### config.mk
export PLATFORM = sky130hd
export DESIGN_NAME = pmo_mic
export DESIGN_NICKNAME = d
export VERILOG_FILES = /design/src/hdl/pmo_pkg.sv /design/src/hdl/pmo_stream_if.sv /design/src/hdl/pmo_mic.sv /design/src/hdl/pmo_fifo.sv
export SDC_FILE = /design/constraint.sdc
export NUM_CORES = 1
export LEC_CHECK = 0
export ABC_AREA = 1
export BUFFER_PORTS_ARGS = -buffer_cell sky130_fd_sc_hd__buf_4
export CORE_MARGIN = 10
export CORE_UTILIZATION = 60
export CTS_BUF_LIST = sky130_fd_sc_hd__clkbuf_8 sky130_fd_sc_hd__clkbuf_16
export DETAILED_ROUTE_END_ITERATION = 6
export PLACE_DENSITY = 0.74
export SYNTH_ARGS = -nofsm -noshare
export SYNTH_HDL_FRONTEND = slang
export SYNTH_SLANG_ARGS = --single-unit
### constraint.sdc
create_clock -name clk_sys -period 4.64 [get_ports clk_sys]
set_input_delay 0.928 -clock clk_sys [delete_from_list [all_inputs] [get_ports clk_sys]]
set_output_delay 0.928 -clock clk_sys [all_outputs]
set_load 0.005 [all_outputs]
### src/hdl/pmo_pkg.sv
`default_nettype none
// ==========================================================
// Shared constants of the stereo PDM microphone output
// ==========================================================
package pmo_pkg;
  // Sample and buffer shape
  localparam int SAMPLE_WIDTH = 16;
  localparam int FIFO_DEPTH = 8;
  // Modulator: oversampling ratio and band edge divisor
  localparam int OVERSAMPLING_RATIO = 60;
  localparam int BAND_DIVISOR = 2 * OVERSAMPLING_RATIO;
  // System clock period in ns
  localparam int SYS_PERIOD_NS = 4;
  // Least dead time between release and own drive, in ns
  localparam int GUARD_NS = 8;
  // Rounded up to whole cycles, at least one
  localparam int GUARD_CYC_RAW = (GUARD_NS + SYS_PERIOD_NS - 1) /
                                 SYS_PERIOD_NS;
  localparam int GUARD_CYC = (GUARD_CYC_RAW < 1) ? 1 : GUARD_CYC_RAW;
  // Reset values
  localparam logic PIN_RESET = 1'b0;
  // Driver phases of the data pin
  typedef enum logic [1:0] {
    DRV_IDLE,
    DRV_GUARD,
    DRV_ON
  } pmo_drive_type;
endpackage
`default_nettype wire

### src/hdl/pmo_stream_if.sv
`default_nettype none
// ==========================================================
// Valid/ready word stream between buffer and modulator
// ==========================================================
interface pmo_stream_if #(
  parameter int WIDTH = 16
);
  logic valid; // Word on data is offered
  logic ready; // Word is taken this cycle
  logic [WIDTH-1:0] data; // Offered word
  modport src (output valid, output data, input ready);
  modport snk (input valid, input data, output ready);
endinterface
`default_nettype wire

### src/hdl/pmo_mic.sv
`default_nettype none
module pmo_mic #(
  parameter int WIDTH = pmo_pkg::SAMPLE_WIDTH,
  parameter int DEPTH = pmo_pkg::FIFO_DEPTH
) (
  input wire logic clk_sys,
  input wire logic nrst,
  input wire logic falling_variant,
  input wire logic pdm_clk,
  output logic pdm_data_out,
  output logic pdm_data_oe,
  input wire logic sample_valid,
  output logic sample_ready,
  input wire logic [WIDTH-1:0] sample_data,
  output logic underrun
);
  import pmo_pkg::*;
  localparam int AW = WIDTH + 2; // Integrator headroom
  localparam int RW = $clog2(OVERSAMPLING_RATIO);
  localparam logic [RW-1:0] RATIO_LAST = RW'(OVERSAMPLING_RATIO - 1);
  localparam int GW = $clog2(GUARD_CYC + 1);
  localparam logic [GW-1:0] GUARD_LAST = GW'(GUARD_CYC);
  localparam logic signed [AW-1:0] FULL_SCALE = AW'(1) <<< (WIDTH - 1);

  // ==========================================================
  // Buffer in the sample path
  // ==========================================================
  pmo_stream_if #(.WIDTH(WIDTH)) feed ();

  pmo_fifo #(
    .WIDTH(WIDTH),
    .DEPTH(DEPTH)
  ) u_fifo (
    .clk_sys(clk_sys),
    .nrst(nrst),
    .in_valid(sample_valid),
    .in_ready(sample_ready),
    .in_data(sample_data),
    .out(feed.src)
  );

  // ==========================================================
  // Variant strap, caught once after reset release
  // ==========================================================
  logic strap_taken; // Strap has been sampled
  logic use_falling; // Held variant: 1 drives after falling edge

  always_ff @(posedge clk_sys or negedge nrst) begin
    if (!nrst) begin
      strap_taken <= 1'b0;
      use_falling <= 1'b0;
    end else if (!strap_taken) begin
      strap_taken <= 1'b1;
      use_falling <= falling_variant;
    end
  end

  // ==========================================================
  // Microphone clock edges
  // ==========================================================
  logic clk_prev; // Pin level one cycle back
  // Edges are ignored until the variant is known
  wire rise = strap_taken && pdm_clk && !clk_prev;
  wire fall = strap_taken && !pdm_clk && clk_prev;
  wire own_edge = use_falling ? fall : rise;
  wire other_edge = use_falling ? rise : fall;

  always_ff @(posedge clk_sys or negedge nrst) begin
    if (!nrst) clk_prev <= 1'b0;
    else clk_prev <= pdm_clk;
  end

  // ==========================================================
  // Sample pacing: one word per oversampling period
  // ==========================================================
  logic [RW-1:0] ratio_cnt; // Own edges within the period
  logic signed [WIDTH-1:0] cur_sample; // Input held for the period
  wire period_end = own_edge && (ratio_cnt == RATIO_LAST);
  assign feed.ready = period_end;

  // A missing word keeps the old one, so the output stays coherent
  always_ff @(posedge clk_sys or negedge nrst) begin
    if (!nrst) begin
      ratio_cnt <= '0;
      cur_sample <= '0;
      underrun <= 1'b0;
    end else begin
      if (own_edge) begin
        ratio_cnt <= period_end ? '0 : ratio_cnt + RW'(1);
      end
      if (period_end && feed.valid) cur_sample <= feed.data;
      if (period_end) underrun <= !feed.valid;
    end
  end

  // ==========================================================
  // First-order sigma-delta modulator
  // ==========================================================
  logic signed [AW-1:0] acc; // Integrator
  logic signed [AW-1:0] next_acc;
  wire mod_bit = !acc[AW-1]; // One while integrator is non-negative
  wire signed [AW-1:0] feedback = mod_bit ? FULL_SCALE : -FULL_SCALE;

  // Zero input alternates ones and zeros, full scale saturates
  assign next_acc = acc + AW'(cur_sample) - feedback;

  // ==========================================================
  // Data pin driver
  // ==========================================================
  pmo_drive_type drv; // Driver phase
  logic [GW-1:0] guard_cnt; // Cycles waited since own edge

  // Release happens at the partner's edge; own drive waits out a guard
  always_ff @(posedge clk_sys or negedge nrst) begin
    if (!nrst) begin
      drv <= DRV_IDLE;
      guard_cnt <= '0;
      acc <= '0;
      pdm_data_out <= PIN_RESET;
      pdm_data_oe <= 1'b0;
    end else begin
      if (own_edge) begin
        // Exactly one new bit per microphone cycle
        acc <= next_acc;
        pdm_data_out <= mod_bit;
      end
      case (drv)
        DRV_IDLE: begin
          if (own_edge) begin
            drv <= DRV_GUARD;
            guard_cnt <= GW'(1);
          end
        end
        DRV_GUARD: begin
          if (other_edge) begin
            drv <= DRV_IDLE;
          end else if (guard_cnt == GUARD_LAST) begin
            drv <= DRV_ON;
            pdm_data_oe <= 1'b1;
          end else begin
            guard_cnt <= guard_cnt + GW'(1);
          end
        end
        DRV_ON: begin
          if (other_edge) begin
            drv <= DRV_IDLE;
            pdm_data_oe <= 1'b0;
          end
        end
        default: begin
          drv <= DRV_IDLE;
          pdm_data_oe <= 1'b0;
        end
      endcase
    end
  end

  // ==========================================================
  // Checks
  // ==========================================================
  localparam int RATIO_M1 = OVERSAMPLING_RATIO - 1;
  logic [7:0] edges_since; // Own edges since the last period end

  always_ff @(posedge clk_sys or negedge nrst) begin
    if (!nrst) edges_since <= '0;
    else if (period_end) edges_since <= '0;
    else if (own_edge) edges_since <= edges_since + 8'h01;
  end
endmodule
`default_nettype wire

### src/hdl/pmo_fifo.sv
`default_nettype none
// ==========================================================
// Sample buffer
// ==========================================================
module pmo_fifo #(
  parameter int WIDTH = 16,
  parameter int DEPTH = 8
) (
  input wire logic clk_sys,
  input wire logic nrst,
  input wire logic in_valid,
  output logic in_ready,
  input wire logic [WIDTH-1:0] in_data,
  pmo_stream_if.src out
);
  import pmo_pkg::*;
  localparam int AW = (DEPTH > 1) ? $clog2(DEPTH) : 1;
  localparam int CW = $clog2(DEPTH + 1);
  localparam logic [CW-1:0] FULL = CW'(DEPTH);
  localparam logic [AW-1:0] LAST = AW'(DEPTH - 1);

  logic [WIDTH-1:0] mem [DEPTH]; // Storage words
  logic [AW-1:0] wr_ptr; // Next slot to fill
  logic [AW-1:0] rd_ptr; // Oldest stored slot
  logic [CW-1:0] count; // Words held
  logic [CW-1:0] next_count;
  wire push = in_valid && in_ready;
  wire pop = out.valid && out.ready;

  // Pointer step with wrap, for depths that are not powers of two
  function automatic logic [AW-1:0] step(input logic [AW-1:0] p);
    step = (p == LAST) ? '0 : p + AW'(1);
  endfunction

  // ==========================================================
  // Occupancy
  // ==========================================================
  assign next_count = count + CW'(push) - CW'(pop);
  assign out.valid = (count != '0);
  assign out.data = mem[rd_ptr];

  // Ready is a flop so that the top sees it straight from a register
  always_ff @(posedge clk_sys or negedge nrst) begin
    if (!nrst) begin
      count <= '0;
      in_ready <= 1'b0;
      wr_ptr <= '0;
      rd_ptr <= '0;
    end else begin
      count <= next_count;
      in_ready <= (next_count < FULL);
      if (push) wr_ptr <= step(wr_ptr);
      if (pop) rd_ptr <= step(rd_ptr);
    end
  end

  // Storage has no reset; only pushed words are ever read
  always_ff @(posedge clk_sys) begin
    if (push) mem[wr_ptr] <= in_data;
  end
endmodule
`default_nettype wire

==> results.md <==
* Cell Area, Synth at ~8800 µm²
* Met3 WL post-DR at 642 µm
* Setup crit start kind: primary input
* Die area at 20000 µm²
* Final Hold Viols at 0
* Leak Pwr at 4.14 nW
* CTS Hold Buffers Added at 0
* Hpwl dp at 11000 µm
* Final WS setup at 1.63 ns
* Max Used Layer: met4
* Share of post-route cells with drive strength above 1 at 0.0913
* Worst reg-to-reg path cell count at 14
* Inst Count DP at 1061
* CP startpoint: pdm_clk
* # nets final at 963
* Hold_ws at between 0.4 and 0.5 ns
* Power Dens Cells at 471 nW/µm²
* Metal-1 WL at 7650 µm
* Hold Path Origin: pdm_data_oe
* Die Width at about 140 µm
* Setup CP Type: primary input to flip-flop
* Vias per cell at roughly 5.5
* Crit path time final at 3.01 ns
* Drt wl/cell at between 15 and 20 µm
* DRT antenna net count at 0
* Worst Tran Pin Value at 1.06 ns
* Largest area contributor in the netlist: edfxtp_1
* Largest net degree at the start of global routing at about 70
* Hold Crit Depth at 2
* Most frequent cell after synthesis: nand2_1
* Starting DRC count in detailed routing at 385
* Area growth, synth to finish at 10.4%
* # H-tree levels at 4
* Port-buffer cells at 24
* CTS tree: done
* Vias in the first global route at 5955
* FFs w/ async S/R, synth at 0.323
* Non-Filler Instances at 1093
* Crit path DAT at 3.32 ns
* RSZ-0062 raised after global routing: false
* Hold Path Class: flip-flop to flip-flop
* First-pass GRT wire length at 28400 µm
* Hold endpoint: pdm_data_oe
* Clock Skews at 0.00751 ns
* Synth top area cells: edfxtp_1 (44%), dfrtp_1 (17%), nand2_1 (7.6%)
* ANT cells at 0
* Top-area cell type share of the netlist area at 0.435
* Worst-path clk slew at 0.07 ns
* Syn. warnings at 0
* Die H at 141 µm
* Syn avg cell area at roughly 10 µm²
* Initial antenna violation count at 0
* Reg2reg setup slack at 1.80 ns
* Total core area at 14500 µm²
* GRT Overall Usage at 0.178
* Synth cell types at 36
* Setup_tns at 0 ns
* Slew Viols, Final at 0
* EDFF count, synth at around 130
* Critical R2R Capture: u_fifo.count[2]
* Starting density of the core at 0.610
* Sequential fraction of the synthesis area at 0.608
* Setup Fix Bufs, Post-CTS at 0
* Most used DFF post-synth: edfxtp_1
* Post-place setup slack at 1.16 ns
* Flops & latches, synth at roughly 190
* Total Power at 4.60 mW
* Global route overflow at 0
* Vias after detailed routing at 6035
* Final worst path period share at 0.648
* DRC at 0
* Syn Inst Count at 871
* Status: completed
* I/O pin count at 25
* GP Congestion at between 0.8 and 0.9
* Fmax at 0.332 GHz
* Fillers at roughly 1100
* Routed length on met2 at 8790 µm
* Number of buffers created by CTS at 17
* Post-cts gate resize count at 0
* Worst-path maximum fanout at 38
* VDD IR max at 276 µV
* Row Count at 44
* Clock tree sinks at 189
* CP Capture Type: flip-flop
* Syn nets at 938
* Slew margin rel. at 0.291
* RR Startpoint: strap_taken
* Post-synth top cells: nand2_1 (180), edfxtp_1 (128), inv_1 (98), nor2_1 (98), o21ai_0 (95)
* Final setup vio count at 0
* CP required at 4.95 ns
* Final Routed Wirelength at 17400 µm
* # Max-Cap Violations at 0
* Longest Clk Path Bufs at 2
* CTS Root Cell: clkbuf_16
* Clock Latency Late Sink at 0.43 ns
* First-pass DRT Iterations at 5
-- worst max-delay path by stage --
stage / end / slack [ns] / cells past startpoint
floorplan: u_fifo.count[2] / 1.85 / 14
global placement: u_fifo.count[2] / 1.25 / 13
detailed placement: u_fifo.count[2] / 1.16 / 13
CTS: u_fifo.count[2] / 1.62 / 13
global route: u_fifo.count[2] / 1.37 / 13
finish: u_fifo.count[2] / 1.63 / 13
-- cell usage in the layout, fill, tap and decap left out, types with 3 or more instances in the layout --
cell type,synthesis,layout
clkinvlp_4,0,3
inv_1,98,101
xnor2_1,4,4
or2_2,3,3
clkinv_1,1,3
nand3b_1,7,7
a21oi_1,19,19
o22ai_1,33,33
nor2_1,98,98
nand2_1,180,180
inv_6,0,3
nand3_1,32,32
o21ai_0,95,95
clkbuf_16,0,17
buf_4,1,37
ha_1,44,44
xor2_1,4,4
dfrtp_1,61,61
edfxtp_1,128,128
o21ai_2,10,10
-- through the flow --
step / utilization / instance area (µm²)
global placement: 0.634 / 9180
global route: 0.674 / 9750
floorplan: - / 8830
detailed placement: 0.634 / 9180
finish: 0.674 / 9750
CTS: 0.674 / 9750
-- sequential cells by signal (all words and copies together), names as in the netlist, 2 cells and up --
name           flops
u_fifo.mem       128
acc               18
cur_sample        16
ratio_cnt          6
u_fifo.count       4
u_fifo.rd_ptr      3
u_fifo.wr_ptr      3
drv                2
guard_cnt          2
-- routing by layer --
metal | track usage | vias up
met1 | 0.216 | 2881
met4 | 0.0717 | 0
li1 | - | 2976
met5 | 0 | -
met2 | 0.308 | 144
met3 | 0.0287 | 34
-- logic make-up (layout without fill, tap and decap cells) --
group	count (synthesis)	count (layout)	share of synthesized area
AOI/OAI and AO/OA	164	164	0.103
xor gates and xnor gates	8	8	0.00793
adders and majority gates	46	46	0.0669
buffers and inverters	133	171	0.0618
DFF	189	189	0.608
other	1	1	0.000425
and+or+nand+nor	330	330	0.152
-- critical path, stage by stage --
cell and delay [ns]:
buf_4 0.12, nand3_1 0.11, o21ai_2 0.06, buf_4 0.23
nand2_2 0.11, inv_2 0.05, nand2_2 0.08, clkinv_2 0.38
ha_1 0.46, inv_1 0.04, ha_1 0.19, fa_1 0.38
xor2_1 0.17
-- where the power goes --
part           internal (mW)  leakage [nW]  switching (mW)
clock                  0.793         0.281           0.614
sequential              1.93          1.84          0.0593
combinational          0.449          2.02           0.755
-- layout make-up --
cell class,instances,area (µm²),share of cell area
Inverter,102,384,0.0394
Clock inverter,15,148,0.0151
Sequential cell,189,5370,0.551
Tap cell,184,230,0.0236
Timing Repair Buffer,37,278,0.0285
Clock buffer,17,425,0.0436
Multi-Input combinational cell,549,2920,0.299
No activity file was read; power rests on OpenSTA's default activity.
